--- config.mk ---
export PLATFORM = sky130hd
export DESIGN_NAME = dma_desc_ctrl
export DESIGN_NICKNAME = d
export VERILOG_FILES = /design/src/pkg/dma_desc_pkg.sv /design/src/pkg/crc_if.sv /design/src/rtl/crc32_dw.sv /design/src/rtl/dma_desc_ctrl.sv
export SDC_FILE = /design/constraint.sdc
export NUM_CORES = 1
export LEC_CHECK = 0
export ABC_AREA = 1
export BUFFER_PORTS_ARGS = -buffer_cell sky130_fd_sc_hd__buf_4
export CAP_MARGIN = 20
export CORE_AREA = 2 2 313 315
export CTS_CLUSTER_DIAMETER = 80
export DETAILED_ROUTE_END_ITERATION = 16
export DIE_AREA = 0 0 315 317
export SLEW_MARGIN = 20
export SYNTH_ARGS = -nofsm -noshare
export SYNTH_HDL_FRONTEND = slang
export SYNTH_SLANG_ARGS = --single-unit
export TNS_END_PERCENT = 100
--- constraint.sdc ---
create_clock -name clk_i -period 3.1 [get_ports clk_i]
set_input_delay 0 -clock clk_i [delete_from_list [all_inputs] [get_ports clk_i]]
set_output_delay 0 -clock clk_i [all_outputs]
set_load 0.005 [all_outputs]
--- src/pkg/dma_desc_pkg.sv ---
// constants, types and register map of the dma descriptor control block
// Function
// - a descriptor is eight doublewords: control flags in DW1, checksum in DW8
// - cross-host: source END_OF_TRANSFER_FLAG from software; device sets destination END_OF_TRANSFER_FLAG, count
// - root-only with END_OF_TRANSFER_FLAG valid: set END_OF_TRANSFER_FLAG once the transfer count is exhausted
// - wide_address_select picks 64-bit addresses, else 32-bit addresses
// - source_address_valid clear: no reads, only destination side works
// - dest_address_valid clear: no writes, only source side works
// - source_domain_valid: reads go to the source domain, its sizes
// - dest_domain_valid: writes go to the destination domain, its size
// - null_descriptor: zero length, no memory reads or writes
// - cache_flush_request: cancel reads, drop descriptor, reset channel regs
// - start bit at 20h is cleared when the flush has finished
// - completion_interrupt_request raises an interrupt on completion or fail
// - interrupt flag bit 31 at 20h is cleared by writing one
// - interrupt delivered as INTx, MSI or MSI-X, whichever is enabled
// - TPH set: each write carries TH and the steering tag from DW1 7:0
// - steering tag is used only with TPH set, ignored otherwise
// - 5-bit error codes: poison 12, timeout 14, abort 15, ECRC 19, UR 20
// - simultaneous errors record the lowest code only
// - checksum enable: CRC-32 over raw data bytes read, no headers
// - checksum uses the ECRC polynomial, doubleword units
// - final checksum is written into the eighth doubleword
package dma_desc_pkg;
   localparam int DESC_DW   = 8;
   localparam int CTRL_DW   = 0;
   localparam int COUNT_DW  = 1;
   localparam int DST_HI_DW = 2;
   localparam int DST_LO_DW = 3;
   localparam int SRC_HI_DW = 4;
   localparam int SRC_LO_DW = 5;
   localparam int DOM_DW    = 6;
   localparam int CRC_DW    = 7;
   // control word bits
   localparam int EOT_BIT   = 31;
   localparam int INT_BIT   = 30;
   localparam int TPH_BIT   = 29;
   localparam int NULL_BIT  = 28;
   localparam int FLUSH_BIT = 27;
   localparam int SAV_BIT   = 26;
   localparam int DAV_BIT   = 25;
   localparam int WIDE_BIT  = 24;
   localparam int SDV_BIT   = 23;
   localparam int DDV_BIT   = 22;
   localparam int CRC_BIT   = 21;
   localparam int ERR_LSB   = 8;
   localparam int ERR_W     = 5;
   localparam int ST_W      = 8;
   localparam int COUNT_W   = 23;
   localparam int DOM_W     = 4;
   localparam int SRC_DOM_LSB = 8;
   localparam logic [COUNT_W-1:0] DW_BYTES = 23'h000004;
   // error codes and error input positions
   localparam logic [ERR_W-1:0] ERR_NONE   = 5'h00;
   localparam logic [ERR_W-1:0] ERR_POISON = 5'h0c;
   localparam logic [ERR_W-1:0] ERR_CTO    = 5'h0e;
   localparam logic [ERR_W-1:0] ERR_CA     = 5'h0f;
   localparam logic [ERR_W-1:0] ERR_ECRC   = 5'h13;
   localparam logic [ERR_W-1:0] ERR_UR     = 5'h14;
   localparam int EI_POISON = 0;
   localparam int EI_CTO    = 1;
   localparam int EI_CA     = 2;
   localparam int EI_ECRC   = 3;
   localparam int EI_UR     = 4;
   // register map
   localparam logic [7:0] MODE_OFS  = 8'h00;
   localparam logic [7:0] IRQEN_OFS = 8'h04;
   localparam logic [7:0] STAT_OFS  = 8'h08;
   localparam logic [7:0] CHAN_OFS  = 8'h20;
   localparam int START_BIT   = 0;
   localparam int IFLAG_BIT   = 31;
   localparam int ROOT_BIT    = 0;
   localparam int EOTV_BIT    = 1;
   localparam int INTX_EN_BIT = 0;
   localparam int MSI_EN_BIT  = 1;
   localparam int MSIX_EN_BIT = 2;
   localparam logic [1:0] MODE_RST  = 2'h0;
   localparam logic [2:0] IRQEN_RST = 3'h0;
   // checksum
   localparam logic [31:0] CRC_POLY = 32'h04c11db7;
   localparam logic [31:0] CRC_INIT = 32'hffffffff;
   typedef enum logic [2:0] {
      S_IDLE, S_ISSUE, S_MOVE, S_FINAL, S_BACK, S_FLUSH
   } state_t;
endpackage

--- src/pkg/crc_if.sv ---
// carrier between the descriptor controller and its checksum unit
interface crc_if;
   logic        clear;
   logic        valid;
   logic [31:0] data;
   logic [31:0] crc;
   modport eng (output clear, output valid, output data, input crc);
   modport unit (input clear, input valid, input data, output crc);
endinterface

--- src/rtl/crc32_dw.sv ---
// crc-32 over whole doublewords, ecrc polynomial
module crc32_dw
   import dma_desc_pkg::*;
(
   input  wire logic clk_i,
   input  wire logic rst_i,
   crc_if.unit       c
);
   logic [31:0] crc_q;
   logic [31:0] crc_d;

   function automatic logic [31:0] step(input logic [31:0] cur,
                                        input logic [31:0] dw);
      logic [31:0] r;
      r = cur;
      for (int i = 31; i >= 0; i--) begin
         if (r[31] ^ dw[i]) begin
            r = {r[30:0], 1'b0} ^ CRC_POLY;
         end else begin
            r = {r[30:0], 1'b0};
         end
      end
      return r;
   endfunction

   always_comb begin
      crc_d = crc_q;
      if (c.clear) begin
         crc_d = CRC_INIT;
      end else if (c.valid) begin
         crc_d = step(crc_q, c.data);
      end
   end

   always_ff @(posedge clk_i) begin
      if (rst_i) begin
         crc_q <= CRC_INIT;
      end else begin
         crc_q <= crc_d;
      end
   end

   assign c.crc = ~crc_q;
endmodule

--- src/rtl/dma_desc_ctrl.sv ---
// descriptor control word interpreter with wishbone channel registers
//
// Chosen here: the Wishbone interface to the registers and the register addresses.
module dma_desc_ctrl
   import dma_desc_pkg::*;
#(
   parameter int ADR_W = 8
)(
   input  wire logic                     clk_i,
   input  wire logic                     rst_i,
   input  wire logic                     wb_cyc_i,
   input  wire logic                     wb_stb_i,
   input  wire logic                     wb_we_i,
   input  wire logic [ADR_W-1:0]         wb_adr_i,
   input  wire logic [3:0]               wb_sel_i,
   input  wire logic [31:0]              wb_dat_i,
   output logic      [31:0]              wb_dat_o,
   output logic                          wb_ack_o,
   input  wire logic                     desc_valid_i,
   output logic                          desc_ready_o,
   input  wire logic [DESC_DW-1:0][31:0] desc_i,
   output logic                          rd_req_valid_o,
   input  wire logic                     rd_req_ready_i,
   output logic      [63:0]              rd_addr_o,
   output logic                          rd_dom_sel_o,
   output logic      [DOM_W-1:0]         rd_domain_o,
   output logic                          wr_req_valid_o,
   input  wire logic                     wr_req_ready_i,
   output logic      [63:0]              wr_addr_o,
   output logic                          wr_dom_sel_o,
   output logic      [DOM_W-1:0]         wr_domain_o,
   output logic                          wr_th_o,
   output logic      [ST_W-1:0]          wr_st_o,
   input  wire logic                     data_valid_i,
   input  wire logic [31:0]              data_i,
   input  wire logic [4:0]               err_i,
   input  wire logic                     peer_eot_i,
   output logic                          peer_eot_o,
   output logic                          flush_o,
   input  wire logic                     flush_ack_i,
   output logic                          back_valid_o,
   input  wire logic                     back_ready_i,
   output logic      [DESC_DW-1:0][31:0] back_desc_o,
   output logic                          intx_o,
   output logic                          msi_o,
   output logic                          msix_o
);
   crc_if c ();

   crc32_dw u_crc (
      .clk_i (clk_i),
      .rst_i (rst_i),
      .c     (c.unit)
   );

   // descriptor processing state
   state_t                     state_q;
   state_t                     state_d;
   logic [DESC_DW-1:0][31:0]   desc_q;
   logic [DESC_DW-1:0][31:0]   desc_d;
   logic [COUNT_W-1:0]         rem_q;
   logic [COUNT_W-1:0]         rem_d;
   logic [COUNT_W-1:0]         moved_q;
   logic [COUNT_W-1:0]         moved_d;
   logic                       rd_sent_q;
   logic                       rd_sent_d;
   logic                       wr_sent_q;
   logic                       wr_sent_d;
   logic                       eot_seen_q;
   logic                       eot_seen_d;
   logic [ERR_W-1:0]           err_q;
   logic [ERR_W-1:0]           err_d;
   logic [63:0]                rd_addr_q;
   logic [63:0]                rd_addr_d;
   logic [63:0]                wr_addr_q;
   logic [63:0]                wr_addr_d;
   logic [DOM_W-1:0]           rd_dom_q;
   logic [DOM_W-1:0]           rd_dom_d;
   logic [DOM_W-1:0]           wr_dom_q;
   logic [DOM_W-1:0]           wr_dom_d;
   logic [ST_W-1:0]            st_q;
   logic [ST_W-1:0]            st_d;

   // channel register state
   logic [1:0]                 mode_q;
   logic [1:0]                 mode_d;
   logic [2:0]                 irqen_q;
   logic [2:0]                 irqen_d;
   logic                       start_q;
   logic                       start_d;
   logic                       iflag_q;
   logic                       iflag_d;
   logic                       ack_q;
   logic                       ack_d;
   logic [31:0]                rdat_q;
   logic [31:0]                rdat_d;
   logic                       msi_q;
   logic                       msi_d;
   logic                       msix_q;
   logic                       msix_d;

   logic [31:0]                ctrl;
   logic                       desc_take;
   logic                       rd_take;
   logic                       wr_take;
   logic                       back_take;
   logic                       irq_evt;
   logic                       flush_done;
   logic                       err_any;
   logic [ERR_W-1:0]           err_pick;
   logic                       wb_req;
   logic                       wb_wr;
   logic [7:0]                 reg_ofs;

   assign ctrl       = desc_q[CTRL_DW];
   assign desc_ready_o = (state_q == S_IDLE) && start_q;
   assign desc_take  = desc_valid_i && desc_ready_o;
   assign rd_take    = rd_req_valid_o && rd_req_ready_i;
   assign wr_take    = wr_req_valid_o && wr_req_ready_i;
   assign back_take  = back_valid_o && back_ready_i;
   assign flush_done = (state_q == S_FLUSH) && flush_ack_i;
   assign err_any    = |err_i;
   assign irq_evt    = back_take && ctrl[INT_BIT];

   // lowest code wins when several errors land together
   always_comb begin
      if (err_i[EI_POISON]) begin
         err_pick = ERR_POISON;
      end else if (err_i[EI_CTO]) begin
         err_pick = ERR_CTO;
      end else if (err_i[EI_CA]) begin
         err_pick = ERR_CA;
      end else if (err_i[EI_ECRC]) begin
         err_pick = ERR_ECRC;
      end else if (err_i[EI_UR]) begin
         err_pick = ERR_UR;
      end else begin
         err_pick = ERR_NONE;
      end
   end

   // only raw payload doublewords reach the checksum
   assign c.clear = desc_take;
   assign c.valid = (state_q == S_MOVE) && data_valid_i
                    && ctrl[CRC_BIT] && !err_any;
   assign c.data  = data_i;

   always_comb begin
      state_d    = state_q;
      desc_d     = desc_q;
      rem_d      = rem_q;
      moved_d    = moved_q;
      rd_sent_d  = rd_sent_q;
      wr_sent_d  = wr_sent_q;
      eot_seen_d = eot_seen_q;
      err_d      = err_q;
      rd_addr_d  = rd_addr_q;
      wr_addr_d  = wr_addr_q;
      rd_dom_d   = rd_dom_q;
      wr_dom_d   = wr_dom_q;
      st_d       = st_q;
      unique case (state_q)
         S_IDLE: begin
            if (desc_take) begin
               desc_d     = desc_i;
               rem_d      = desc_i[COUNT_DW][COUNT_W-1:0];
               moved_d    = '0;
               rd_sent_d  = 1'b0;
               wr_sent_d  = 1'b0;
               eot_seen_d = 1'b0;
               err_d      = ERR_NONE;
               if (desc_i[CTRL_DW][WIDE_BIT]) begin
                  rd_addr_d = {desc_i[SRC_HI_DW], desc_i[SRC_LO_DW]};
                  wr_addr_d = {desc_i[DST_HI_DW], desc_i[DST_LO_DW]};
               end else begin
                  rd_addr_d = {32'h0, desc_i[SRC_LO_DW]};
                  wr_addr_d = {32'h0, desc_i[DST_LO_DW]};
               end
               rd_dom_d = desc_i[CTRL_DW][SDV_BIT]
                  ? desc_i[DOM_DW][SRC_DOM_LSB +: DOM_W] : '0;
               wr_dom_d = desc_i[CTRL_DW][DDV_BIT]
                  ? desc_i[DOM_DW][DOM_W-1:0] : '0;
               st_d = desc_i[CTRL_DW][TPH_BIT]
                  ? desc_i[CTRL_DW][ST_W-1:0] : '0;
               if (desc_i[CTRL_DW][FLUSH_BIT]) begin
                  state_d = S_FLUSH;
               end else if (desc_i[CTRL_DW][NULL_BIT]) begin
                  state_d = S_FINAL;
               end else begin
                  state_d = S_ISSUE;
               end
            end
         end
         S_ISSUE: begin
            if (rd_take) begin
               rd_sent_d = 1'b1;
            end
            if (wr_take) begin
               wr_sent_d = 1'b1;
            end
            if (err_any) begin
               err_d   = err_pick;
               state_d = S_FINAL;
            end else if ((rd_sent_q || rd_take || !ctrl[SAV_BIT])
                      && (wr_sent_q || wr_take || !ctrl[DAV_BIT])) begin
               state_d = S_MOVE;
            end
         end
         S_MOVE: begin
            if (err_any) begin
               err_d   = err_pick;
               state_d = S_FINAL;
            end else if (peer_eot_i && !mode_q[ROOT_BIT]) begin
               eot_seen_d = 1'b1;
               state_d    = S_FINAL;
            end else if (rem_q == '0) begin
               state_d = S_FINAL;
            end else if (data_valid_i) begin
               if (rem_q > DW_BYTES) begin
                  rem_d   = rem_q - DW_BYTES;
                  moved_d = moved_q + DW_BYTES;
               end else begin
                  rem_d   = '0;
                  moved_d = moved_q + rem_q;
               end
            end
         end
         S_FINAL: begin
            desc_d[CTRL_DW][ERR_LSB +: ERR_W] = err_q;
            if (!mode_q[ROOT_BIT]) begin
               if (eot_seen_q) begin
                  desc_d[CTRL_DW][EOT_BIT] = 1'b1;
                  desc_d[COUNT_DW][COUNT_W-1:0] = moved_q;
               end
            end else if (mode_q[EOTV_BIT] && err_q == ERR_NONE
                         && !ctrl[NULL_BIT]) begin
               desc_d[CTRL_DW][EOT_BIT] = 1'b1;
            end
            if (ctrl[CRC_BIT]) begin
               desc_d[CRC_DW] = c.crc;
            end
            state_d = S_BACK;
         end
         S_BACK: begin
            if (back_ready_i) begin
               state_d = S_IDLE;
            end
         end
         S_FLUSH: begin
            if (flush_ack_i) begin
               state_d = S_IDLE;
            end
         end
         default: begin
            state_d = S_IDLE;
         end
      endcase
   end

   always_ff @(posedge clk_i) begin
      if (rst_i) begin
         state_q    <= S_IDLE;
         desc_q     <= '0;
         rem_q      <= '0;
         moved_q    <= '0;
         rd_sent_q  <= 1'b0;
         wr_sent_q  <= 1'b0;
         eot_seen_q <= 1'b0;
         err_q      <= ERR_NONE;
         rd_addr_q  <= '0;
         wr_addr_q  <= '0;
         rd_dom_q   <= '0;
         wr_dom_q   <= '0;
         st_q       <= '0;
      end else begin
         state_q    <= state_d;
         desc_q     <= desc_d;
         rem_q      <= rem_d;
         moved_q    <= moved_d;
         rd_sent_q  <= rd_sent_d;
         wr_sent_q  <= wr_sent_d;
         eot_seen_q <= eot_seen_d;
         err_q      <= err_d;
         rd_addr_q  <= rd_addr_d;
         wr_addr_q  <= wr_addr_d;
         rd_dom_q   <= rd_dom_d;
         wr_dom_q   <= wr_dom_d;
         st_q       <= st_d;
      end
   end

   assign rd_req_valid_o = (state_q == S_ISSUE) && ctrl[SAV_BIT]
                           && !rd_sent_q;
   assign wr_req_valid_o = (state_q == S_ISSUE) && ctrl[DAV_BIT]
                           && !wr_sent_q;
   assign rd_addr_o    = rd_addr_q;
   assign rd_dom_sel_o = ctrl[SDV_BIT];
   assign rd_domain_o  = rd_dom_q;
   assign wr_addr_o    = wr_addr_q;
   assign wr_dom_sel_o = ctrl[DDV_BIT];
   assign wr_domain_o  = wr_dom_q;
   assign wr_th_o      = ctrl[TPH_BIT];
   assign wr_st_o      = st_q;
   assign flush_o      = (state_q == S_FLUSH);
   assign back_valid_o = (state_q == S_BACK);
   assign back_desc_o  = desc_q;
   // tells the destination end that the source sent its last transfer
   assign peer_eot_o   = back_take && !mode_q[ROOT_BIT]
                         && ctrl[SAV_BIT] && ctrl[EOT_BIT];

   // wishbone slave: writes land on the edge that ends ack
   assign wb_req  = wb_cyc_i && wb_stb_i;
   assign wb_wr   = wb_req && wb_we_i && ack_q;
   assign reg_ofs = 8'(wb_adr_i);

   always_comb begin
      mode_d  = mode_q;
      irqen_d = irqen_q;
      start_d = start_q;
      iflag_d = iflag_q;
      ack_d   = wb_req && !ack_q;
      rdat_d  = rdat_q;
      msi_d   = 1'b0;
      msix_d  = 1'b0;
      if (wb_req && !ack_q) begin
         unique case (reg_ofs)
            MODE_OFS:  rdat_d = {30'h0, mode_q};
            IRQEN_OFS: rdat_d = {29'h0, irqen_q};
            STAT_OFS:  rdat_d = {26'h0, state_q != S_IDLE, err_q};
            CHAN_OFS:  rdat_d = {iflag_q, 30'h0, start_q};
            default:   rdat_d = 32'h0;
         endcase
      end
      if (wb_wr && wb_sel_i[0]) begin
         if (reg_ofs == MODE_OFS) begin
            mode_d = wb_dat_i[1:0];
         end
         if (reg_ofs == IRQEN_OFS) begin
            irqen_d = wb_dat_i[2:0];
         end
         if (reg_ofs == CHAN_OFS) begin
            start_d = wb_dat_i[START_BIT];
         end
      end
      if (wb_wr && wb_sel_i[3] && reg_ofs == CHAN_OFS
          && wb_dat_i[IFLAG_BIT]) begin
         iflag_d = 1'b0;
      end
      if (irq_evt) begin
         iflag_d = 1'b1;
         if (irqen_q[MSIX_EN_BIT]) begin
            msix_d = 1'b1;
         end else if (irqen_q[MSI_EN_BIT]) begin
            msi_d = 1'b1;
         end
      end
      if (flush_done) begin
         mode_d  = MODE_RST;
         irqen_d = IRQEN_RST;
         start_d = 1'b0;
         iflag_d = 1'b0;
      end
   end

   always_ff @(posedge clk_i) begin
      if (rst_i) begin
         mode_q  <= MODE_RST;
         irqen_q <= IRQEN_RST;
         start_q <= 1'b0;
         iflag_q <= 1'b0;
         ack_q   <= 1'b0;
         rdat_q  <= 32'h0;
         msi_q   <= 1'b0;
         msix_q  <= 1'b0;
      end else begin
         mode_q  <= mode_d;
         irqen_q <= irqen_d;
         start_q <= start_d;
         iflag_q <= iflag_d;
         ack_q   <= ack_d;
         rdat_q  <= rdat_d;
         msi_q   <= msi_d;
         msix_q  <= msix_d;
      end
   end

   assign wb_ack_o = ack_q;
   assign wb_dat_o = rdat_q;
   assign msi_o    = msi_q;
   assign msix_o   = msix_q;
   // legacy line only when no message mechanism is enabled
   assign intx_o   = iflag_q && irqen_q[INTX_EN_BIT]
                     && !irqen_q[MSI_EN_BIT] && !irqen_q[MSIX_EN_BIT];
endmodule

==> Word-level counts from Yosys, hierarchy flattened <==
Cells that the tools add are included.
{ "op_classes": {"reduce_logical": 76, "add_sub_neg": 3, "muxes": 154, "bitwise_logic": 66, "magnitude_cmp": 1, "eq_ne": 26} }
{ "op_table": {"columns": ["op", "count"], "rows": [
  ["32-bit two-way mux", 63],
  ["27-bit two-way mux", 32],
  ["14-bit inverter", 32],
  ["23-bit two-way mux", 13],
  ["256-bit two-way mux", 1],
  ["64-bit two-way mux", 2],
  ["32-bit case mux with 4 select lines", 1],
  ["23-bit case mux with 2 select lines", 2],
  ["32-bit case mux with 2 select lines", 1],
  ["24-bit case mux with 2 select lines", 1],
  ["5-bit two-way mux", 7],
  ["1-bit logical AND", 32],
  ["32-bit inverter", 1],
  ["1-bit bitwise XOR", 32],
  ["3-bit two-way mux", 9],
  ["24-bit two-way mux", 1],
  ["23-bit adder", 1],
  ["23-bit by 3-bit adder with 23-bit output (second input constant)", 1],
  ["23-bit by 3-bit greater-than comparator with 1-bit output (second input constant)", 1],
  ["23-bit zero test", 1],
  ["23-bit by 3-bit subtractor with 23-bit output (second input constant)", 1],
  ["2-bit inequality test (second input constant)", 10],
  ["5-bit case mux with 2 select lines", 2],
  ["3-bit case mux with 6 select lines", 1],
  ["other kinds (30)", 78]
]} }
{ "totals": {"out_inout_bits": 445, "wordCells": 358, "regBits": 531, "inputBits": 349} }

==> Depth between registers and ports, before layout <==
Gate-level depths: netlist of run 1.
{ "depth": {"depth_word": 128, "ltp_mapped": 30, "mapped_depth_nobuf": 29} }

==> Cells and area by module <==
From an unflattened synthesis of run 1, not the netlist that was laid out.
{ "unflattened": {"hier_cells": 3853, "area_unflattened_um2": 25162.9} }
{ "by_module_without_submodules": {"columns": ["module", "n_inst", "seq_area_each_um2", "cells_each", "area_per_inst_um2"], "rows": [
  ["dma_desc_ctrl", 1, 8207.9, 2647, 18644.1],
  ["crc32_dw", 1, 640.6, 1206, 6518.8]
]} }

==> Least setup slack after synthesis of run 1 <==
Ideal clock, no wire load.
{ "synth_timing": {"path_kind": "register -> register", "from": "register rem_q[2]", "to": "register moved_q[15]", "setup_ns": 0.132, "period_less_slack_ns": 2.602, "arrival_ns": 2.470, "t_required_ns": 2.968, "path_stages_with_launch": 16, "path_slack_ns": 0.498, "n_path_buf": 2, "path_cell_list": "dfxtp_1 > inv_1 > ha_1 > nand2_1 > nor3_1 > inv_1 > nor3_1 > nand4_1 > o21ai_0 > o21ai_0 > nand2_1 > nor2_1 > buf_2 > buf_2 > o21ai_0 > a21oi_1"} }
{ "synth_via": {"elab_chain_cells": 7, "word_cells_on_any_way": 11, "classes_between": "add/sub: 1; order compare: 1; eq/ne: 1; mux: 6; reduce/logical: 2"} }
{ "synth_lines": {"columns": ["element", "line", "text"], "rows": [
  ["start: declaration", "dma_desc_ctrl.sv:61", "logic [COUNT_W-1:0] rem_q;"],
  ["start signal: assignment", "dma_desc_ctrl.sv:278", "rem_q <= rem_d;"],
  ["23-bit adder or 23-bit by 3-bit greater-than comparator with 1-bit output (tied branches)", "dma_desc_ctrl.sv:224, dma_desc_ctrl.sv:219", null],
  ["23-bit two-way mux", "dma_desc_ctrl.sv:219", "if (rem_q > DW_BYTES) begin"],
  ["23-bit two-way mux", "dma_desc_ctrl.sv:218", "end else if (data_valid_i) begin"],
  ["23-bit two-way mux", "dma_desc_ctrl.sv:216", "end else if (rem_q == '0) begin"],
  ["23-bit two-way mux", "dma_desc_ctrl.sv:213", "end else if (peer_eot_i && !mode_q[ROOT_BIT]) begin"],
  ["23-bit two-way mux", "dma_desc_ctrl.sv:210", "if (err_any) begin"],
  ["23-bit case mux with 2 select lines", "dma_desc_ctrl.sv:162", "unique case (state_q)"],
  ["end signal: assignment", "dma_desc_ctrl.sv:279", "moved_q <= moved_d;"],
  ["end: declaration", "dma_desc_ctrl.sv:63", "logic [COUNT_W-1:0] moved_q;"]
]} }
Parallel ways exist; a longest one is shown, timed or not. The select of a mux whose other input is x is not followed.
A chain may end at the register's enable or synchronous reset.

==> Final worst setup path of run 1 <==
{ "layout_timing": {"from": "register u_crc.crc_q[20]", "to": "register u_crc.crc_q[9]"} }
{ "layout_via": {"elab_chain_cells": 94, "word_cells_on_any_way": 114, "classes_between": "mux: 89; bitwise: 25"} }
{ "layout_lines": {"columns": ["element", "line", "text"], "rows": [
  ["start: declaration", "crc32_dw.sv:9", "logic [31:0] crc_q;"],
  ["start signal: assignment", "crc32_dw.sv:39", "crc_q <= crc_d;"],
  ["27-bit two-way mux *", "crc32_dw.sv:17", "if (r[31] ^ dw[i]) begin"],
  ["32-bit two-way mux *", "crc32_dw.sv:30", "end else if (c.valid) begin"],
  ["32-bit two-way mux *", "crc32_dw.sv:28", "if (c.clear) begin"],
  ["14-bit inverter (no line)", null, null],
  ["27-bit two-way mux *", "crc32_dw.sv:17", null],
  ["32-bit two-way mux *", "crc32_dw.sv:30", null],
  ["32-bit two-way mux *", "crc32_dw.sv:28", null],
  ["14-bit inverter (no line)", null, null],
  ["(+78 left out)", null, null],
  ["27-bit two-way mux", "crc32_dw.sv:17", null],
  ["32-bit two-way mux *", "crc32_dw.sv:30", null],
  ["32-bit two-way mux *", "crc32_dw.sv:28", null],
  ["14-bit inverter (no line)", null, null],
  ["27-bit two-way mux *", "crc32_dw.sv:17", null],
  ["32-bit two-way mux *", "crc32_dw.sv:30", null],
  ["32-bit two-way mux *", "crc32_dw.sv:28", null],
  ["27-bit two-way mux *", "crc32_dw.sv:17", null]
]} }
Every way passes the cells marked *; elsewhere a longest branch is shown, timed or not. The select of a mux whose other input is x is not followed.

==> results of run 1 <==
-- through the flow --
step / TNS (ps) / std cells / area [µm²] / setup slack (ps)
after floorplan: 0 / 3402 / 23700 / 498
after global placement: -3270 / 5384 / 31200 / -217
after detailed placement: -3480 / 5384 / 31200 / -232
after CTS: 0 / 5812 / 36400 / 9.02
after global routing: -1060 / 5859 / 38200 / -127
final: 0 / 5860 / 38200 / 70.6
-- how the worst max path moves through the flow --
stage	end
after detailed placement	u_crc.crc_q[12]
final	u_crc.crc_q[9]
after floorplan	moved_q[15]
after global placement	u_crc.crc_q[12]
after global routing	u_crc.crc_q[12]
after CTS	u_crc.crc_q[9]
-- power groups by stage --
stage	Sequential [µW]	Clock, µW	Combinational (µW)
6_report	6230	6620	10200
5_1_grt	6260	7010	11000
4_1_cts	6220	6790	8890
3_5_place_dp	6340	0	8450
3_3_place_gp	6350	0	8410
2_1_floorplan	6270	0	5230
-- worst min-delay path, cell delays in order --
cell and delay (ps):
buf_4 100, nand3_4 80, nand3_4 120, nand3_4 100, nand3_2 110, nand2_2 60
nand2_1 50, nand2_1 40
-- per-layer routing --
| layer | up-vias | track usage |
|---|---|---|
| met5 | - | 0 |
| met4 | 8 | 0.0740 |
| met3 | 176 | 0.0461 |
| met2 | 1008 | 0.312 |
| met1 | 12934 | 0.280 |
| li1 | 13240 | - |
-- cell usage after synthesis (7+ instances only) --
| master | instances | share of area |
|---|---|---|
| nand2_1 | 956 | 0.15 |
| dfxtp_1 | 442 | 0.38 |
| a21oi_1 | 391 | 0.083 |
| inv_1 | 261 | 0.042 |
| o21ai_0 | 253 | 0.054 |
| nand3_1 | 165 | 0.035 |
| clkbuf_1 | 131 | 0.021 |
| xor2_1 | 118 | 0.044 |
| nor2_1 | 109 | 0.017 |
| buf_4 | 92 | 0.029 |
| nand2_2 | 67 | 0.018 |
| nor3_1 | 48 | 0.010 |
| inv_2 | 37 | 0.0059 |
| a22oi_1 | 33 | 0.011 |
| xnor2_1 | 33 | 0.012 |
| nand2_4 | 26 | 0.012 |
| ha_1 | 25 | 0.013 |
| a221oi_1 | 24 | 0.0089 |
| a211oi_1 | 22 | 0.0070 |
| nand4_1 | 21 | 0.0056 |
| or2_2 | 11 | 0.0029 |
| nor4_1 | 10 | 0.0027 |
| o211ai_1 | 10 | 0.0032 |
| a31oi_1 | 8 | 0.0021 |
| nand3b_1 | 8 | 0.0025 |
| buf_2 | 7 | 0.0015 |
| nand3_2 | 7 | 0.0030 |
-- logic make-up after synthesis --
logic type,synth area share
flip-flops,0.375
XOR/XNOR,0.0614
adder cells (fa/ha/maj),0.0141
buffers and inverters,0.102
other,0.000159
AND/OR/NAND/NOR,0.272
AO/OA/AOI/OAI,0.175
-- cell type report --
cell class | instances | area share
Multi-Input combinational cell | 2420 | 0.361
Inverter | 302 | 0.0308
Antenna cell | 2 | 0.000131
Timing Repair Buffer | 1313 | 0.285
Tap cell | 1276 | 0.0418
Sequential cell | 442 | 0.232
Clock buffer | 77 | 0.0413
Clock inverter | 28 | 0.00772
-- cells in the final DEF, fill, tap and decap left out, drive strengths merged, types with 6 or more instances in the layout --
cell,count
dlygate4sd3,320
nand3,175
nor3,50
buf,991
clkinv,15
ha,25
a221oi,24
or2,14
a21oi,391
nand3b,9
inv,308
o211ai,10
xor2,123
clkbuf,79
nand2,1051
xnor2,35
clkinvlp,6
dfxtp,442
conb,25
nor2,114
a31oi,8
nor4,10
a22oi,33
nand4,22
a211oi,22
o21ai,258
-- sequential cells by signal, summed over array words and instances, names as in the netlist, 3 cells and up --
name         flops
ctrl            32
state_q          3
back_desc_o    222
rem_q           23
err_q            5
rd_domain_o      4
irqen_q          3
rd_addr_o       33
wb_dat_o         7
moved_q         23
wr_domain_o      4
wr_addr_o       33
wr_st_o          8
u_crc.crc_q     32
-- timing repair --
action                                  4_1_cts  5_1_grt
gates cloned                                  0        2
resized for setup                            28      332
hold buffers                                321        0
pin swaps                                     6       97
endpoints found under the setup margin       30       78
buffers inserted                              2       45
endpoints found under the hold margin       387        0
==> impl_summary.txt, run 1 <==
----------------------------------------------------
[Status]
  Status ... completed

[STA]
  Tmin final ... approximately 3000 ps
  Final-layout worst hold slack ... ~54 ps
  Period utilization ... 0.977
  Clock Skews ... about 90 ps
  RSZ-0062 raised after global routing ... yes
  Headroom to the max-slew limit ... 0.363
  Tightest Pin Transition ... approximately 960 ps
  Max-slew violations ... 0
  Number of hold violations in the final report ... 0
  Final setup violation count ... 0
  Fmax ... 330 MHz

[Worst setup path]
  Delay of the slowest cell on the worst path ... 440 ps
  Sum of buffers and inverters on the critical path ... 3
  Cell-by-cell trace of the critical path ... nor2_1, nor2_1, nand2_4, nand2_4, nand2_4, buf_12, nand2_4, nand2_1, nand3_1, nand2_4, buf_6, nand2_1, nand2_4, xnor2_2, nand2_2, nand2_4, nand2_4, nand2_8, buf_4, xor2_1, nand2_1, nand3_2, nand2_1
  Kind of cell adding the most delay to the critical path ... simple AND/OR/NAND/NOR gates
  Worst setup path class ... reg2reg
  Top cell by count, worst path ... nand2_4
  Worst reg2reg startpoint ... u_crc.crc_q[20]
  Crit path launch type ... flop
  Cell with the largest stage delay on the worst path ... dfxtp_2
  Launch point of the critical path ... u_crc.crc_q[20]
  Capture point of the worst reg-to-reg path ... u_crc.crc_q[9]
  Sort of element at the end of the critical path ... flop
  R2r setup slk ... just over 70 ps
  Top fanout value on the critical path ... 7
  Reg2reg path depth ... 23
  Logic depth of the worst setup path including buffers ... 23
  Arrival time reported for the critical path endpoint ... between 3000 and 4000 ps
  Critical Path RT ... between 3000 and 4000 ps

[Drt]
  Iteration count of the initial detailed-routing pass ... 6
  DR WL met2 ... between 40,000 and 50,000 µm
  Highest metal used ... met5
  Sum of routed wire segments on met1 ... between 40,000 and 50,000 µm
  Routed wire length ... 110,000 µm
  Iteration-0 DRC Markers ... around 2,200
  Vias post-DR ... roughly 27,000
  Antenna Nets Post-Route ... 0
  Post-detailed-route via-to-cell ratio ... ~4.7
  DRC violation count after routing ... 0
  Mean routed wirelength per cell ... 18.8 µm
  Metal3 WL ... 8390 µm

[Layout]
  Filler instances ... around 10,000
  Fraction of layout cells with a size suffix above 1 ... 0.326
  Multi-input combinational cell area ... 13,800 µm²
  Util after Layout ... 0.397
  Seq. cell area ... 8880 µm²
  Fin nets ... around 4,900
  P&R area growth vs syn ... 62.2%

[Floorplanning]
  Die width ... around 320 µm
  Cell row count ... approximately 110
  Die footprint ... approximately 100,000 µm²
  Core box area ... 96,300 µm²
  Starting Density ... 0.245
  I/O Pins ... between 700 and 800
  Die Height ... 317 µm

[Global route]
  Global-route usage over all layers ... 0.204
  Via count of the first global-routing pass ... approximately 25,000
  Wire length of the first global-routing pass ... 157,000 µm
  Number of antenna violations at the first check in global routing ... 9
  Largest net degree at the start of global routing ... roughly 140
  Global route total overflow ... 0

[Yosys]
  Yosys warning total ... 0
  Cell area after synthesis ... roughly 24,000 µm²
  Average instance area after synthesis ... ~7.0 µm²
  Seq/Total Area, Yosys ... 0.375
  Number of standard cells after synthesis ... between 3,000 and 4,000
  Post-synth ARST share ... 0
  Primary flip-flop cell chosen by synthesis mapping ... dfxtp_1
  Number of synthesized flops with an enable pin ... 0
  Flop and latch count out of synthesis ... between 400 and 500
  Number of different library cells in the post-synthesis netlist ... 61

[Placed design]
  Number of buffer cells added on primary ports ... about 740
  Final weighted congestion in routability-driven placement ... slightly below 1
  Placed wire-length estimate ... approximately 80,000 µm

[Clock tree]
  CTS tree ... built
  TritonCTS buffer count ... 56
  Deepest level of the CTS H-tree ... 2
  Number of sinks on the clock net ... approximately 440
  Clk Latency, worst-skew pair ... 690 ps
  Buffer type at the clock tree root ... clkbuf_16
  Worst-path clk slew ... around 60 ps
  Clock Tree Buf Depth ... 3

[Power and ir drop]
  Clock Power Share ... 0.287
  Power Density ... 604 nW/µm²
  Lkg Pwr ... ~0.017 µW
  Switching share of power ... 0.397
  Combinational fraction of design power ... 0.444
  Switching component of the power ... slightly above 9000 µW
  Flop pwr share ... 0.270
  Pwr Total ... approximately 23,000 µW
  Worst vdd rail ir drop ... 0.441 mV
  Internal power ... about 14,000 µW

[Min path]
  Min-Delay Endpoint ... u_crc.crc_q[2]
  Type of the tightest min-delay check ... in2reg
  Hold Path Origin ... data_i[1]
  Min-Delay Path Depth ... 8

[Job]
  Number of max-cap violations ... 0

----------------------------------------------------
Note: power is estimated with default switching activity, not from simulation.
==> run 2: changes to the inputs <==
PLACE_DENSITY = 0.44   (was not set)
RECOVER_POWER = 50   (was not set)
==> impl_summary.txt, run 2 (same netlist as run 1, synthesis figures left out) <==
----------------------------------------------------
[Drt]
  DR WL met2 ... 53,600 µm (+9.3%)
  Antenna Nets Post-Route ... 0 (unchanged)
  Routed wire length ... 116,000 µm (+5.5%)
  Highest metal used ... met5
  Vias post-DR ... 27,178 (-0.69%)
  Iteration-0 DRC Markers ... 1,788 (-19%)
  Mean routed wirelength per cell ... 19.6 µm (+4.2%)
  DRC violation count after routing ... 0 (unchanged)
  Metal3 WL ... 7600 µm (-9.4%)
  Sum of routed wire segments on met1 ... 51,600 µm (+4.7%)
  Post-detailed-route via-to-cell ratio ... 4.58 (-1.9%)
  Iteration count of the initial detailed-routing pass ... 5 (-1)

[Min path]
  Type of the tightest min-delay check ... in2reg

[STA]
  Number of hold violations in the final report ... 0 (unchanged)
  Clock Skews ... 50.7 ps (-40.5 ps)
  Final setup violation count ... 1 (+1)
  Final TNS setup ... -22.7 ps (-22.7 ps)
  Period utilization ... 1.01 (+0.0301)
  Tmin final ... 3120 ps (+93.3 ps)
  Headroom to the max-slew limit ... 0.326 (-0.0369)
  RSZ-0062 raised after global routing ... yes
  Tightest Pin Transition ... 1010 ps (+55.3 ps)
  Fmax ... 320 MHz (-3.0%)
  Setup slack of the critical path after layout ... -22.7 ps (-93.3 ps)
  Max-slew violations ... 0 (unchanged)

[Clock tree]
  Worst-path clk slew ... 60 ps (about the same)
  CTS tree ... built
  Clock Tree Buf Depth ... 3 (unchanged)
  Number of sinks on the clock net ... 442 (unchanged)
  Clk Latency, worst-skew pair ... 680 ps (about the same)
  TritonCTS buffer count ... 56 (unchanged)
  Buffer type at the clock tree root ... clkbuf_16
  Deepest level of the CTS H-tree ... 2 (unchanged)

[Global route]
  Global-route usage over all layers ... 0.217 (+0.0133)
  Number of antenna violations at the first check in global routing ... 11 (+2)
  Global route total overflow ... 0 (unchanged)
  Largest net degree at the start of global routing ... 98 (-27%)
  Via count of the first global-routing pass ... 25,427 (+0.18%)
  Wire length of the first global-routing pass ... 164,000 µm (+4.4%)

[Worst setup path]
  Crit path launch type ... flop
  Top cell by count, worst path ... nand2_4
  Cell with the largest stage delay on the worst path ... dfxtp_4
  Top fanout value on the critical path ... 5 (-2)
  Worst setup path class ... reg2reg
  Delay of the slowest cell on the worst path ... 370 ps (-70 ps)
  Arrival time reported for the critical path endpoint ... 3660 ps (+80 ps)
  Cell-by-cell trace of the critical path ... inv_4, nand2_2, nand2_4, buf_12, buf_4, xor2_1, xor2_1, xor2_2, inv_1, nand3_4, nand3_4, nand2_4, nand2_4, buf_4, nand2_4, xor2_1, o21ai_1, nand3_2, nand2_1
  Sort of element at the end of the critical path ... flop
  Critical Path RT ... 3630 ps (-20 ps)

[Floorplanning]
  Die footprint ... 99,900 µm² (unchanged)
  Die Height ... 317 µm (unchanged)
  Core box area ... 96,300 µm² (unchanged)
  Die width ... 315 µm (unchanged)
  I/O Pins ... 794 (unchanged)
  Cell row count ... 114 (unchanged)
  Starting Density ... 0.245 (unchanged)

[Power and ir drop]
  Worst vdd rail ir drop ... 0.443 mV (+0.40%)
  Pwr Total ... 24,200 µW (+4.7%)
  Clock Power Share ... 0.277 (-0.010)
  Lkg Pwr ... 0.0173 µW (-1.1%)
  Combinational fraction of design power ... 0.465 (+0.021)
  Switching share of power ... 0.399 (+0.00242)
  Flop pwr share ... 0.258 (-0.012)
  Power Density ... 621 nW/µm² (+2.8%)
  Internal power ... 14,500 µW (+4.3%)
  Switching component of the power ... 9660 µW (+5.4%)

[Layout]
  Non-Filler Cell Area, Final ... 39,000 µm² (+1.9%)
  Fraction of layout cells with a size suffix above 1 ... 0.305 (-0.0209)
  Most common library cell in the layout ignoring fill and taps ... nand2_1
  P&R area growth vs syn ... 65.3%
  Top library cells by usage in the layout, fill and taps aside ... 770 x nand2_1, 563 x buf_4, 429 x dfxtp_1
  Fin nets ... 4,984 (+1.5%)
  Filler instances ... 10,157 (+4.0%)
  Number of flip-flops in the largest register ... 222 (unchanged)
  Cell Count, Final, Fillers Out ... 5,932 (+1.2%)

[Placed design]
  Number of placed instances with taps included ... 5,392 (+0.15%)
  Final weighted congestion in routability-driven placement ... 0.917 (-4.5%)
  Placed wire-length estimate ... 87,900 µm (+8.3%)
  Pre-CTS worst setup slack ... -238 ps (-5.97 ps)
  Number of buffer cells added on primary ports ... 738 (unchanged)
  Placed instance area ... 31,300 µm² (+0.22%)

[Status]
  Status ... finished with violations
  Violated checks ... negative setup slack

[Job]
  Number of max-cap violations ... 0 (unchanged)

----------------------------------------------------
run 2: changes by cell type in the layout (fill, tap and decap cells not counted), moves of 7 or more:
cell           previous run  this run
buf_6                    15        31
xnor2_2                   3        10
nand3_4                  15        25
clkbuf_1                 11       205
nand3_2                  39        49
nand2_1                 823       770
nand2_2                 142       159
nand2_4                  77       108
clkbuf_4                  0       226
nand3_1                 121       101
nand2_8                   9        18
dlygate4sd3_1           320       358
buf_4                   964       563
run 2: layer usage:
layer  vias to the layer above  track usage
met2                       792        0.347
met3                       162       0.0447
met1                     12809        0.293
met5                         -            0
li1                      13411            -
met4                         4       0.0689
run 2: area by class of cell:
class                   count  area, µm²  area share
diodes                      6       15.0    0.000385
repair buffers           1383      10900       0.279
inverters                 302       1210      0.0310
clock inverters            19        294     0.00755
flip-flops and latches    442       8880       0.228
multi-input cells        2424      14500       0.373
clock buffers              80       1570      0.0403
well taps                1276       1600      0.0410
run 2: path summary, 6_finish.rpt:
kind / from / depth (start not counted) / slack (ps) / endpoint
hold reg to reg: rd_addr_o[50] / 2 / 460 / rd_addr_o[50]
hold / removal: desc_i[91] / 4 / 100 / back_desc_o[91]
setup / recovery: u_crc.crc_q[31] / 19 / -20 / u_crc.crc_q[27]
setup reg to reg: u_crc.crc_q[31] / 19 / -20 / u_crc.crc_q[27]
run 2: power by group through the flow:
stage	Combinational [µW]	Clock, µW	Sequential (µW)
2_1_floorplan	5230	0	6270
3_3_place_gp	8550	0	6360
3_5_place_dp	8510	0	6360
4_1_cts	9050	6910	6240
5_1_grt	12100	7130	6280
6_report	11200	6700	6250
run 2: critical path, delay by kind of cell, from the launching register on:
kind                      cells  cell delay (ps)
AOI/OAI and AO/OA             1               90
xor gates and xnor gates      4             1000
buffers and inverters         5              650
DFF                           1              370
and+or+nand+nor               9              870
run 2: what timing repair did:
item                                    4_1_cts  5_1_grt
hold buffers                                358        0
pin swaps                                     8      151
endpoints found under the setup margin       31       93
buffers inserted                              4       70
gates cloned                                  0        4
resized for setup                            50      483
endpoints found under the hold margin       389        0
run 2: per-stage QoR:
stage                     utilization  hold slack (ps)
after floorplan                     -              104
after global placement          0.325              251
after detailed placement        0.325              254
after CTS                       0.384             63.0
after global routing            0.405              106
final                           0.405              102
==> run 3: changes to the inputs <==
ABC_AREA = 0   (was 1)
CORE_AREA = 2 2 307 309   (was 2 2 313 315)
DIE_AREA = 0 0 309 311   (was 0 0 315 317)
PLACE_DENSITY = 0.42   (was 0.44)
==> impl_summary.txt, run 3 <==
----------------------------------------------------
[Clock tree]
  Buffer type at the clock tree root ... clkbuf_16
  Clock Tree Buf Depth ... 3 (unchanged)
  Worst-path clk slew ... 60 ps (about the same)
  Deepest level of the CTS H-tree ... 2 (unchanged)
  TritonCTS buffer count ... 57 (+1.8%)
  Number of sinks on the clock net ... 442 (unchanged)
  Clk Latency, worst-skew pair ... 660 ps (-20 ps)
  CTS tree ... built

[Yosys]
  Yosys warning total ... 0 (unchanged)
  Seq/Total Area, Yosys ... 0.416 (+0.0407)
  Number of standard cells after synthesis ... 2,462 (-27%)
  Post-synth ARST share ... 0 (unchanged)
  Fraction of post-synthesis cell area in the top cell type by area ... 0.416 (+0.0407)
  Leading cell types by count after synthesis ... 512 x nand2_1, 442 x dfxtp_1, 325 x a21oi_1
  Number of different library cells in the post-synthesis netlist ... 65 (+6.6%)
  Number of synthesized flops with an enable pin ... 0 (unchanged)
  Average instance area after synthesis ... 8.64 µm² (+24%)
  Flop and latch count out of synthesis ... 442 (unchanged)
  Most used standard cell by instance count after synthesis ... nand2_1
  Top cells by area in the synthesized netlist ... dfxtp_1 42%, nand2_1 9.0%, xnor2_1 8.0%
  Cell area after synthesis ... 21,300 µm² (-9.8%)
  Primary flip-flop cell chosen by synthesis mapping ... dfxtp_1
  Largest area contributor in the synthesized netlist ... dfxtp_1

[Floorplanning]
  Core box area ... 92,800 µm² (-3.6%)
  Die width ... 309 µm (-1.9%)
  Die Height ... 311 µm (-1.9%)
  I/O Pins ... 794 (unchanged)
  Die footprint ... 96,100 µm² (-3.8%)
  Cell row count ... 112 (-1.8%)
  Starting Density ... 0.229 (-0.0156)

[Worst setup path]
  Worst reg2reg startpoint ... u_crc.crc_q[25]
  Capture point of the worst reg-to-reg path ... u_crc.crc_q[5]
  Reg2reg path depth ... 14 (-5)
  Sort of element at the end of the critical path ... flop
  Arrival time reported for the critical path endpoint ... 3890 ps (+230 ps)
  Crit path launch type ... flop
  Worst setup path class ... reg2reg
  R2r setup slk ... -220 ps (-200 ps)
  Top fanout value on the critical path ... 4 (-1)
  Critical Path RT ... 3670 ps (+40 ps)

[Layout]
  Non-Filler Cell Area, Final ... 35,000 µm² (-10%)
  Cell Count, Final, Fillers Out ... 4,934 (-17%)
  Fin nets ... 4,011 (-20%)
  Fraction of layout cells with a size suffix above 1 ... 0.296 (-0.00937)
  Util after Layout ... 0.377 (-0.0274)
  Most common library cell in the layout ignoring fill and taps ... buf_4
  Number of flip-flops in the largest register ... 222 (unchanged)
  Multi-input combinational cell area ... 12,300 µm² (-15%)
  P&R area growth vs syn ... 64.5%
  Filler instances ... 9,680 (-4.7%)
  Seq. cell area ... 8870 µm² (-0.20%)
  Top library cells by usage in the layout, fill and taps aside ... 565 x buf_4, 511 x nand2_1, 433 x dfxtp_1

[STA]
  Final TNS setup ... -2360 ps (-2340 ps)
  Period utilization ... 1.07 (+0.0632)
  Clock Skews ... 25.4 ps (-25.3 ps)
  Fmax ... 301 MHz (-5.9%)
  Number of hold violations in the final report ... 0 (unchanged)
  Final setup violation count ... 24 (+23)
  RSZ-0062 raised after global routing ... yes
  Tmin final ... 3320 ps (+196 ps)
  Setup slack of the critical path after layout ... -219 ps (-196 ps)
  Max-slew violations ... 0 (unchanged)
  Headroom to the max-slew limit ... 0.318 (-0.00789)
  Tightest Pin Transition ... 1020 ps (+11.8 ps)

[Drt]
  Antenna Nets Post-Route ... 0 (unchanged)
  Vias post-DR ... 21,542 (-21%)
  Routed wire length ... 99,500 µm (-15%)
  DRC violation count after routing ... 0 (unchanged)
  Iteration count of the initial detailed-routing pass ... 5 (unchanged)
  Mean routed wirelength per cell ... 20.2 µm (+2.7%)
  Iteration-0 DRC Markers ... 1,118 (-37%)
  Post-detailed-route via-to-cell ratio ... 4.37 (-4.7%)

[Placed design]
  Final weighted congestion in routability-driven placement ... 0.864 (-5.8%)
  Number of buffer cells added on primary ports ... 738 (unchanged)
  Placed instance area ... 29,700 µm² (-5.0%)
  Number of placed instances with taps included ... 4,489 (-17%)
  Pre-CTS worst setup slack ... -364 ps (-125 ps)
  Placed wire-length estimate ... 75,000 µm (-15%)

[Min path]
  Min-Delay Endpoint ... wb_dat_o[0]
  Type of the tightest min-delay check ... in2reg
  Min-Delay Path Depth ... 6 (+2)
  Hold Path Origin ... wb_adr_i[4]

[Global route]
  Via count of the first global-routing pass ... 21,723 (-15%)
  Wire length of the first global-routing pass ... 145,000 µm (-11%)
  Number of antenna violations at the first check in global routing ... 1 (-10)
  Largest net degree at the start of global routing ... 155 (+58%)
  Global route total overflow ... 0 (unchanged)
  Global-route usage over all layers ... 0.200 (-0.0171)

[Power and ir drop]
  Lkg Pwr ... 0.0142 µW (-18%)
  Power Density ... 951 nW/µm² (+53%)
  Worst vdd rail ir drop ... 1.54 mV (+250%)

[Job]
  Number of max-cap violations ... 0 (unchanged)

[Status]
  Violated checks ... negative setup slack
  Status ... finished with violations

----------------------------------------------------
run 3: worst max-delay path by stage:
stage                    start              end  slack (ps)
3_3_place_gp   u_crc.crc_q[28]  u_crc.crc_q[12]        -340
5_1_grt        u_crc.crc_q[25]  u_crc.crc_q[16]        -340
6_report       u_crc.crc_q[25]   u_crc.crc_q[5]        -220
2_1_floorplan  u_crc.crc_q[31]   u_crc.crc_q[5]        -260
3_5_place_dp   u_crc.crc_q[28]   u_crc.crc_q[3]        -360
4_1_cts        u_crc.crc_q[21]   u_crc.crc_q[5]        -200
run 3: worst max-delay path: stages, from the launching register on:
cell     delay (ps)
dfxtp_2         380
xnor2_4         130
buf_4           170
xnor2_4         130
xnor3_2         500
buf_12          160
xnor2_4         150
xnor3_2         330
xor2_4          270
xor2_4          260
xnor2_4         200
xnor2_4         180
xor2_1          180
nor2_1           60
o21ai_1         130
run 3: repair_timing:
action	CTS	global route
pin swaps	41	38
hold buffers	309	0
gates resized for setup	71	53
cloned	0	0
setup endpoints to repair	34	50
setup buffers	24	13
hold endpoints to repair	400	0
run 3: where the power goes:
part	switching, µW	total, µW	leakage (µW)	internal (µW)
logic	8810	20600	0.00972	11800
registers	70.9	5800	0.00356	5730
clock network	2780	6870	0.000946	4090
run 3: logic make-up (layout without fill, tap and decap cells):
family                   count (synthesis)  after routing  synth area share
other                                    1             26          0.000176
AO/OA/AOI/OAI                          596            596             0.179
multiplexers                            31             31            0.0148
flip-flops                             442            442             0.416
adder cells (fa/ha/maj)                 26             26            0.0156
buffers and inverters                  262           1455            0.0625
XOR/XNOR                               302            302             0.155
AND/OR/NAND/NOR                        802            802             0.157
run 3: final cells by class:
class,count,share of cell area
inverter,21,0.00225
antenna,1,0.0000715
timing repair buffer,1332,0.294
clock inverter,17,0.00633
tap,1254,0.0448
sequential,442,0.253
multi-input combinational,1782,0.351
clock buffer,85,0.0484
run 3: layer usage:
layer | part of all wire | track usage
met3 | 0.066 | 0.0508
met2 | 0.47 | 0.334
met1 | 0.44 | 0.257
met5 | 0 | 0
met4 | 0.023 | 0.0490
run 3: through the flow:
step	hold WS, ps	power (µW)
4_1_cts	14.5	31800
6_report	47.7	33300
3_3_place_gp	220	21900
5_1_grt	74.1	35000
3_5_place_dp	222	21800
2_1_floorplan	81.1	16400
